==> src/inc/pac_pkg.sv <==
// constants for the pulse accumulator control block
package pac_pkg;
    // register offsets (byte addresses on the plain port)
    localparam logic [7:0] CTRL_OFFSET = 8'h20;
    localparam logic [7:0] FLAG_OFFSET = 8'h21;
    localparam logic [7:0] CNTH_OFFSET = 8'h22;
    localparam logic [7:0] CNTL_OFFSET = 8'h23;
    localparam logic [7:0] MASK_OFFSET = 8'h24;
    localparam logic [7:0] STAT_OFFSET = 8'h25;
    // control field positions
    localparam int EN_BIT = 6;
    localparam int MODE_BIT = 5;
    localparam int EDGE_BIT = 4;
    localparam int CLK_HI_BIT = 3;
    localparam int CLK_LO_BIT = 2;
    localparam int OVI_BIT = 1;
    localparam int PAI_BIT = 0;
    // flag positions
    localparam int OVF_BIT = 1;
    localparam int EDGF_BIT = 0;
    // reset values and count top value
    localparam logic [7:0] CTRL_RESET = 8'h00;
    localparam logic [15:0] COUNT_RESET = 16'h0000;
    localparam logic [15:0] COUNT_MAX = 16'hffff;
    localparam logic [1:0] FLAG_RESET = 2'h0;
    // gate clock ratio and clock select encodings
    localparam int GATE_DIV = 64;
    localparam logic [5:0] GATE_LAST = 6'(GATE_DIV - 1);
    localparam logic [1:0] CLK_PRESCALE = 2'h0;
    localparam logic [1:0] CLK_ACCUM = 2'h1;
    localparam logic [1:0] CLK_DIV256 = 2'h2;
    localparam logic [1:0] CLK_DIV65536 = 2'h3;
endpackage

==> src/pac_unit.sv <==
// pulse accumulator control, count, flags and timer clock selection
// Operation
// - control bit 6 enables accumulator, timer independent
// - input shared with channel seven pin
// - bit 5 picks event or gated mode
// - event mode: bit 4 picks active edge
// - gated, edge zero: count high, fall flags
// - gated, edge one: count low, rise flags
// - divide-by-64 comes from prescaler, timer enabled
// - bits 3:2 select main timer clock source
// - disabled accumulator forces prescaler timer clock
// - clock source switches right after write
// - bit 1 gates overflow interrupt request
// - bit 0 gates edge interrupt request
// - control register accessible at any time
// - 16-bit count, overflow flag on wrap
// - input synchronised before counting
`timescale 1ns/1ns
`default_nettype none
module pac_unit (
    input wire logic mclk,
    input wire logic rstn,
    input wire logic [7:0] addr,
    input wire logic [7:0] wdata,
    input wire logic wr_stb,
    input wire logic rd_stb,
    output logic [7:0] rdata,
    input wire logic channel_seven_pin,
    input wire logic main_timer_enable,
    input wire logic prescale_tick,
    output logic timer_count_tick,
    output logic accum_irq
);

    // control, count, flag, mask and read data registers
    logic [7:0] ctrl_reg;
    logic [15:0] count_reg;
    logic [1:0] flag_reg;
    logic [1:0] mask_reg;
    logic [7:0] rdata_reg;
    // pin synchroniser and previous level
    logic pin_meta_reg;
    logic pin_sync_reg;
    logic pin_prev_reg;
    // gate clock divider and timer clock dividers
    logic [5:0] gate_div_reg;
    logic [7:0] div256_reg;
    logic [15:0] div65536_reg;

    // decoded fields
    wire accum_enable = ctrl_reg[pac_pkg::EN_BIT];
    wire accum_mode_select = ctrl_reg[pac_pkg::MODE_BIT];
    wire accum_edge_select = ctrl_reg[pac_pkg::EDGE_BIT];
    wire [1:0] clk_sel = ctrl_reg[pac_pkg::CLK_HI_BIT:pac_pkg::CLK_LO_BIT];
    wire accum_overflow_irq_en = ctrl_reg[pac_pkg::OVI_BIT];
    wire accum_input_irq_en = ctrl_reg[pac_pkg::PAI_BIT];

    // address decode
    function automatic logic hit(input logic [7:0] a, input logic [7:0] o);
        hit = (a == o);
    endfunction
    wire wr_ctrl = wr_stb && hit(addr, pac_pkg::CTRL_OFFSET);
    wire wr_flag = wr_stb && hit(addr, pac_pkg::FLAG_OFFSET);
    wire wr_cnth = wr_stb && hit(addr, pac_pkg::CNTH_OFFSET);
    wire wr_cntl = wr_stb && hit(addr, pac_pkg::CNTL_OFFSET);
    wire wr_mask = wr_stb && hit(addr, pac_pkg::MASK_OFFSET);

    // edges on the synchronised pin only
    wire pin_rise = pin_sync_reg && !pin_prev_reg;
    wire pin_fall = !pin_sync_reg && pin_prev_reg;

    // divide-by-64 tick exists only while the timer prescaler runs
    wire gate_tick = main_timer_enable && prescale_tick &&
        (gate_div_reg == pac_pkg::GATE_LAST);
    // gate open at pin high (edge 0) or pin low (edge 1)
    wire gate_open = accum_edge_select ? !pin_sync_reg : pin_sync_reg;
    // selected event edge in event mode
    wire event_edge = accum_edge_select ? pin_rise : pin_fall;
    // trailing edge of the gate in gated mode
    wire trail_edge = accum_edge_select ? pin_rise : pin_fall;

    // the accumulator clock: one pulse per count step
    wire accum_clock = accum_enable && (accum_mode_select ?
        (gate_tick && gate_open) : event_edge);
    // the edge flag source
    wire edge_event = accum_enable && (accum_mode_select ? trail_edge
        : event_edge);
    wire wrap = accum_clock && (count_reg == pac_pkg::COUNT_MAX);
    // flag clear only honoured while timer or accumulator runs
    wire clear_ok = main_timer_enable || accum_enable;
    wire [1:0] flag_clr = (wr_flag && clear_ok) ? wdata[1:0] : 2'h0;
    wire [1:0] flag_set = {wrap, edge_event};
    wire [1:0] flag_next = (flag_reg & ~flag_clr) | flag_set;

    // divided accumulator clocks for the timer counter
    wire tick_div256 = accum_clock && (div256_reg == 8'hff);
    wire tick_div65536 = accum_clock && (div65536_reg == 16'hffff);

    // combinational mux, so a select write takes effect at once
    logic sel_tick;
    always_comb begin
        case (clk_sel)
            pac_pkg::CLK_PRESCALE: sel_tick = prescale_tick;
            pac_pkg::CLK_ACCUM: sel_tick = accum_clock;
            pac_pkg::CLK_DIV256: sel_tick = tick_div256;
            pac_pkg::CLK_DIV65536: sel_tick = tick_div65536;
            default: sel_tick = prescale_tick;
        endcase
    end
    // disabled accumulator always hands over the prescaler
    assign timer_count_tick = accum_enable ? sel_tick
        : prescale_tick;

    // interrupt: sticky flags gated by control enables and mask
    wire [1:0] irq_en = {accum_overflow_irq_en, accum_input_irq_en};
    assign accum_irq = |(flag_reg & irq_en & mask_reg);

    // read mux
    logic [7:0] rd_mux;
    always_comb begin
        case (addr)
            pac_pkg::CTRL_OFFSET: rd_mux = ctrl_reg;
            pac_pkg::FLAG_OFFSET: rd_mux = {6'h00, flag_reg};
            pac_pkg::CNTH_OFFSET: rd_mux = count_reg[15:8];
            pac_pkg::CNTL_OFFSET: rd_mux = count_reg[7:0];
            pac_pkg::MASK_OFFSET: rd_mux = {6'h00, mask_reg};
            pac_pkg::STAT_OFFSET: rd_mux = {6'h00, flag_reg & mask_reg};
            default: rd_mux = 8'h00;
        endcase
    end
    assign rdata = rdata_reg;

    // two-flop synchroniser on the shared pin
    // resets to the idle high level, so no false edge follows reset
    always_ff @(posedge mclk or negedge rstn) begin
        if (!rstn) begin
            pin_meta_reg <= 1'b1;
            pin_sync_reg <= 1'b1;
            pin_prev_reg <= 1'b1;
        end else begin
            pin_meta_reg <= channel_seven_pin;
            pin_sync_reg <= pin_meta_reg;
            pin_prev_reg <= pin_sync_reg;
        end
    end

    // control register, writable any time
    always_ff @(posedge mclk or negedge rstn) begin
        if (!rstn) begin
            ctrl_reg <= pac_pkg::CTRL_RESET;
            mask_reg <= 2'h0;
        end else begin
            if (wr_ctrl) begin
                ctrl_reg <= {1'b0, wdata[6:0]};
            end
            if (wr_mask) begin
                mask_reg <= wdata[1:0];
            end
        end
    end

    // prescaler-driven gate divider; frozen while the timer is off
    always_ff @(posedge mclk or negedge rstn) begin
        if (!rstn) begin
            gate_div_reg <= 6'h00;
        end else if (main_timer_enable && prescale_tick) begin
            gate_div_reg <= gate_div_reg + 6'h01;
        end
    end

    // count; software write wins, hold while disabled
    always_ff @(posedge mclk or negedge rstn) begin
        if (!rstn) begin
            count_reg <= pac_pkg::COUNT_RESET;
        end else if (wr_cnth) begin
            count_reg <= {wdata, count_reg[7:0]};
        end else if (wr_cntl) begin
            count_reg <= {count_reg[15:8], wdata};
        end else if (accum_clock) begin
            count_reg <= count_reg + 16'h0001;
        end
    end

    // timer clock prescalers on the accumulator clock
    always_ff @(posedge mclk or negedge rstn) begin
        if (!rstn) begin
            div256_reg <= 8'h00;
            div65536_reg <= 16'h0000;
        end else if (accum_clock) begin
            div256_reg <= div256_reg + 8'h01;
            div65536_reg <= div65536_reg + 16'h0001;
        end
    end

    // sticky flags: set beats clear in the same cycle
    always_ff @(posedge mclk or negedge rstn) begin
        if (!rstn) begin
            flag_reg <= pac_pkg::FLAG_RESET;
        end else begin
            flag_reg <= flag_next;
        end
    end

    // read data valid the cycle after the strobe only
    always_ff @(posedge mclk or negedge rstn) begin
        if (!rstn) begin
            rdata_reg <= 8'h00;
        end else begin
            rdata_reg <= rd_stb ? rd_mux : 8'h00;
        end
    end
endmodule
`default_nettype wire

==> config.mk <==
export PLATFORM = sky130hd
export DESIGN_NAME = pac_unit
export DESIGN_NICKNAME = d
export VERILOG_FILES = /design/src/inc/pac_pkg.sv /design/src/pac_unit.sv
export SDC_FILE = /design/constraint.sdc
export NUM_CORES = 1
export LEC_CHECK = 0
export BUFFER_PORTS_ARGS = -buffer_cell sky130_fd_sc_hd__buf_2
export CAP_MARGIN = 20
export CORE_ASPECT_RATIO = 1.25
export CORE_MARGIN = 5
export CORE_UTILIZATION = 50
export DETAILED_ROUTE_END_ITERATION = 8
export GPL_ROUTABILITY_DRIVEN = 1
export PLACE_DENSITY_LB_ADDON = 0.1
export SYNTH_ARGS = -nofsm -noshare
export SYNTH_HDL_FRONTEND = slang
export SYNTH_SLANG_ARGS = --single-unit
==> constraint.sdc <==
create_clock -name mclk -period 3.4 [get_ports mclk]
set_clock_uncertainty 0.05 [all_clocks]
set_input_delay 0 -clock mclk [delete_from_list [all_inputs] [get_ports mclk]]
set_output_delay 0 -clock mclk [all_outputs]
set_load 0.03 [all_outputs]
### Word-level counts from Yosys, hierarchy flattened

Index checks and enable logic that the tools add are counted.

* register bits after elaboration: 68
* bits of input ports: 23
* output and inout port bits: 10
* logic and storage cells: 73

* add/subtract/negate cells: 4
* equality and inequality tests: 14
* muxes and demuxes: 11
* bitwise gates (word level): 7
* reductions and logical operators: 25

Operators with widths (number)
* equality test 8 x 6 -> 1 bit, second input constant: 6
* 2-to-1 mux 16 bit: 3
* case mux 8 bit (6 select lines): 1
* adder 16 x 1 -> 16 bit, second input constant: 2
* equality test 16 bit, second input constant: 2
* logical AND 1 bit: 16
* adder 8 x 1 -> 8 bit, second input constant: 1
* AND 2 bit: 4
* equality test 8 bit, second input constant: 1
* 2-to-1 mux 8 bit: 1
* adder 6 x 1 -> 6 bit, second input constant: 1
* equality test 6 bit, second input constant: 1
* equality test 2 bit, second input constant: 2
* 2-to-1 mux 1 bit: 4
* case mux 1 bit (4 select lines): 1
* AND reduction 2 bit: 2
* nonzero test 2 bit: 2
* equality test 2 x 1 -> 1 bit, second input constant: 1
* logical NOT 1 bit: 2
* logical NOT 2 bit: 1
* 2-to-1 mux 2 bit: 1
* inequality test 2 bit, second input constant: 1
* inverter 2 bit: 1
* OR 2 bit: 1
* 3 further kinds: 3

### Longest topological paths before layout

* depth after elaboration: 8
* gate-level depth with buffers: 8
* mapped depth without buffers: 6

### Least setup slack after synthesis

OpenSTA, ideal clock, no wires.

* kind: reg2out
* start point: register pin_prev_reg
* end point: output timer_count_tick
* data arrival time: 2.298 ns
* data required time: 3.350 ns
* path slack: 1.052 ns
* stages on the path, launching flop included: 6
* buffers on the path: 1
* path through: dfstp_2 > or3b_1 > a211oi_2 > nor2_1 > buf_2 > o31ai_1

* longest elaborated chain between the ends: 8

RTL lines
* start, declared: RTL line pac_unit.sv:44 `logic pin_prev_reg;`
* start signal, assigned: RTL line pac_unit.sv:143 `pin_prev_reg <= pin_sync_reg;`
* logical NOT 1 bit: RTL line pac_unit.sv:69 `wire pin_rise = pin_sync_reg && !pin_prev_reg;`
* logical AND 1 bit: RTL line pac_unit.sv:69
* 2-to-1 mux 1 bit (*): RTL line pac_unit.sv:78 `wire event_edge = accum_edge_select ? pin_rise : pin_fall;`
* 2-to-1 mux 1 bit (*): RTL line pac_unit.sv:83 `wire accum_clock = accum_enable && (accum_mode_select ?`
* logical AND 1 bit (*): RTL line pac_unit.sv:83
* logical AND 1 bit, on equally long branches: RTL line pac_unit.sv:97, pac_unit.sv:96
* case mux 1 bit (4 select lines) (*): RTL line pac_unit.sv:102 `case (clk_sel)`
* 2-to-1 mux 1 bit (*): RTL line pac_unit.sv:111 `assign timer_count_tick = accum_enable ? sel_tick`
* end, declared: RTL line pac_unit.sv:31 `output logic timer_count_tick,`

Mark *: on every way between the ends. The rest lies on a longest branch, timed or not.

### Worst setup path in the final report

* start point: register gate_div_reg[0]
* end point: output timer_count_tick

* longest elaborated chain between the ends: 8

RTL lines
* start, declared: RTL line pac_unit.sv:46 `logic [5:0] gate_div_reg;`
* start signal, assigned: RTL line pac_unit.sv:167 `gate_div_reg <= gate_div_reg + 6'h01;`
* equality test 6 bit (*): RTL line pac_unit.sv:74 `(gate_div_reg == pac_pkg::GATE_LAST);`
* logical AND 1 bit (*): RTL line pac_unit.sv:73 `wire gate_tick = main_timer_enable && prescale_tick &&`
* logical AND 1 bit (*): RTL line pac_unit.sv:84 `(gate_tick && gate_open) : event_edge);`
* 2-to-1 mux 1 bit (*): RTL line pac_unit.sv:83
* logical AND 1 bit (*): RTL line pac_unit.sv:83
* logical AND 1 bit, on equally long branches: RTL line pac_unit.sv:97, pac_unit.sv:96
* case mux 1 bit (4 select lines) (*): RTL line pac_unit.sv:102
* 2-to-1 mux 1 bit (*): RTL line pac_unit.sv:111

Marked as above.

==> metrics.md <==
| Metric | Value |
|---|---|
| Diodes inserted | 0 |
| DP Cell Count | 450 |
| Synth warn | 0 |
| Total GRT Usage | 20.2% |
| Endpoints failing hold | 0 |
| TritonCTS Sinks | 68 |
| RD Place Congestion | 0.855 |
| Average wire per standard cell | 17.5 um |
| Worst EP required | 3.35 ns |
| Sum of buffers and inverters on the critical path | 1 |
| Clk root buf | clkbuf_8 |
| WS Path Type | reg2out |
| Mapped Cells | 336 |
| Startpoint types | register |
| Number of global-route vias before repair | 2843 |
| VDD IR max | 0.000336 V |
| WL met2 | 4.27 mm |
| Syn Area/Cell | 10.5 sq um |
| Layout cell share with drive strength beyond 1 | 20.0% |
| Std-Cell Rows | 34 |
| Total power | 0.00242 W |
| Die X | 85.0 um |
| IO Pins | 33 |
| Area delta synth->final | 18.6% |
| Tightest Hold Check Type | in2reg |
| Max Cap Viol | 0 |
| Flops & latches, synth | 68 |
| I/O Buffers | 32 |
| Asr flop ratio synth | 100% |
| R2R Setup Slk | 0.80 ns |
| Initial antenna violation count | 0 |
| First-pass GRT wire length | 14.2 mm |
| Drt pass-1 iters | 4 |
| Antenna viol nets, final | 0 |
| Tmin final | 2.68 ns |
| Post-synthesis cell type count | 60 |
| Hold Path Depth | 4 |
| Max Slew Vio Count | 0 |
| Clk buf depth | 2 |
| Pin count of the biggest net entering global routing | 42 |
| Top cells by count, synth | 65 x dfrtp_1, 44 x nand2_1, 25 x xnor2_1 |
| Fin crit share | 78.9% |
| Top delay family on crit path | simple AND/OR/NAND/NOR gates |
| Die height | 104 um |
| Detailed Route Iter0 Violations | 176 |
| Setup violators final | 0 |
| Synth area leader | dfrtp_1 |
| DRC | 0 |
| Post-synth EDFFs | 0 |
| Hold Crit Endpoint | rdata[7]$_DFF_PN0_ |
| Worst-skew pair later-pin latency | 0.34 ns |
| Met1 WL | 3.55 mm |
| CP max-delay cell | nor4_1 |
| Final Routed Wirelength | 8.38 mm |
| HP Start | addr[6] |
| Cell area after synthesis | 3520 sq um |
| Met3 wire len | 421 um |
| Synth Flop Type | dfrtp_1 |
| Critical-path cell list | ha_1, nand3_1, nor4_1, nor2_1, o31ai_1, buf_2 |
| RSZ-0062 raised after global routing | false |
| Fmax | 373 MHz |
| Worst setup EP type | output port |
| Relative slew slack | 36.0% |
| Sequential share of the synthesized area | 48.5% |
| Core footprint | 6890 sq um |
| Pleak | 1.81 nW |
| Most numerous cell in the Yosys netlist | dfrtp_1 |
| Nets | 412 |
| RR Endpoint | count_reg[3]$_DFFE_PN0P_ |
| Max Used Layer | met4 |
| Starting Density | 51.0% |
| Global route total overflow | 0 |
| CTS Buf Count | 9 |
| Critical R2R Launch | gate_div_reg[0]$_DFFE_PN0N_ |
| Worst reg-to-reg path cell count | 6 |
| Vias per inst | 5.68 |
| Largest stage delay, worst path | 0.58 ns |
| Largest cells by area after synthesis | dfrtp_1 46%, xnor2_1 6.2%, nand2_1 4.7%, mux2_2 3.2%, mux2i_1 2.3% |
| Post-synth top area share | 46.2% |
| Die area | 8820 sq um |
| Max FO, Critical Path | 12 |
| Fin util | 60.5% |
| Final std cells w/o fill | 480 |
| Clock transition at the registers of the reported paths | 0.08 ns |
| CTS tree | built |
| Worst-Margin Slew | 0.957 ns |
| Mapped Nets | 363 |
| Fin Setup TNS | 0 ns |
| Worst path arrival time | 2.63 ns |
| H-Tree Level Count | 3 |
| DR vias | 2728 |
| DP HPWL | 6.08 mm |
| Status | complete, no violations |
| PostCTS Resize Cnt | 0 |
| PwrDens | 581 nW/um^2 |
routing by layer:
layer / GRT usage (%) / vias up
met3: 4.05 / 12
met4: 5.66 / 0
met5: 0 / -
li1: - / 1320
met1: 25.8 / 1325
met2: 34.4 / 71
through the flow:
| stage | cell area [sq um] | hold WS [ns] | setup WS (ns) |
|---|---|---|---|
| 2_1_floorplan | 3520 | -0.346 | 1.05 |
| 3_3_place_gp | 3770 | -0.00126 | 0.873 |
| 3_5_place_dp | 3770 | 0.00189 | 0.802 |
| 4_1_cts | 4170 | 0.0584 | 0.715 |
| 5_1_grt | 4170 | 0.0977 | 0.510 |
| 6_report | 4170 | 0.0663 | 0.717 |
kinds of logic after synthesis:
kind of cell               after synthesis  share of synthesized area [%]
adders and majority gates                4                           1.42
buffers and inverters                   24                           2.95
AOI/OAI and AO/OA                       59                           14.2
and+or+nand+nor                        129                           19.0
DFF                                     68                           48.5
xor gates and xnor gates                34                           8.47
muxes                                   18                           5.48
repair_timing:
item,4_1_cts,5_1_grt
hold endpoints to repair,52,0
buffers inserted,0,0
hold buffers,14,0
cell usage in the layout (no fill, tap or decap), types with 3 or more instances in the layout:
cell type,n
a21oi_1,4
a22o_1,3
a2bb2oi_1,4
a31oi_1,3
and3_1,4
and4_1,5
buf_2,32
buf_4,4
bufinv_16,4
clkbuf_8,9
dfrtp_1,65
dfstp_2,3
dlygate4sd3_1,14
ha_1,4
inv_1,12
mux2_2,10
mux2i_1,8
nand2_1,44
nand3_1,15
nand4_1,12
nor2_1,16
nor2b_1,5
nor3_1,12
nor4_1,3
o211ai_1,4
o21ai_0,7
o21ai_1,3
o22ai_1,3
xnor2_1,25
xor2_1,9
report_power, final:
| part | internal (W) | switching (W) | total [W] |
|---|---|---|---|
| clock network | 0.000560 | 0.000315 | 0.000875 |
| logic | 0.000198 | 0.000203 | 0.000401 |
| registers | 0.000964 | 0.000181 | 0.00115 |
| total | 0.00172 | 0.000699 | 0.00242 |
layout make-up:
| type | count | area (sq um) |
|---|---|---|
| tap | 90 | 113 |
| multi-input combinational | 244 | 1710 |
| inverter | 12 | 45.0 |
| clock buffer | 9 | 124 |
| timing repair buffer | 50 | 330 |
| clock inverter | 7 | 139 |
| sequential | 68 | 1710 |
| fill | 593 | 2720 |
worst max path at each step:
| stage | startpoint | endpoint | slack, ns | depth (start not counted) |
|---|---|---|---|---|
| 2_1_floorplan | pin_prev_reg$_DFF_PN1_ | timer_count_tick | 1.05 | 5 |
| 3_3_place_gp | gate_div_reg[0]$_DFFE_PN0N_ | count_reg[3]$_DFFE_PN0P_ | 0.87 | 6 |
| 3_5_place_dp | gate_div_reg[0]$_DFFE_PN0N_ | count_reg[2]$_DFFE_PN0P_ | 0.80 | 6 |
| 4_1_cts | gate_div_reg[0]$_DFFE_PN0N_ | timer_count_tick | 0.71 | 6 |
| 5_1_grt | gate_div_reg[0]$_DFFE_PN0N_ | timer_count_tick | 0.51 | 6 |
| 6_report | gate_div_reg[0]$_DFFE_PN0N_ | timer_count_tick | 0.72 | 6 |
tightest hold or removal path, stage by stage:
cell and delay, ns:
buf_2 0.09, nor2b_1 0.06, nand2_1 0.19, nor3_1 0.08
Power figures use the tool's default switching activity.
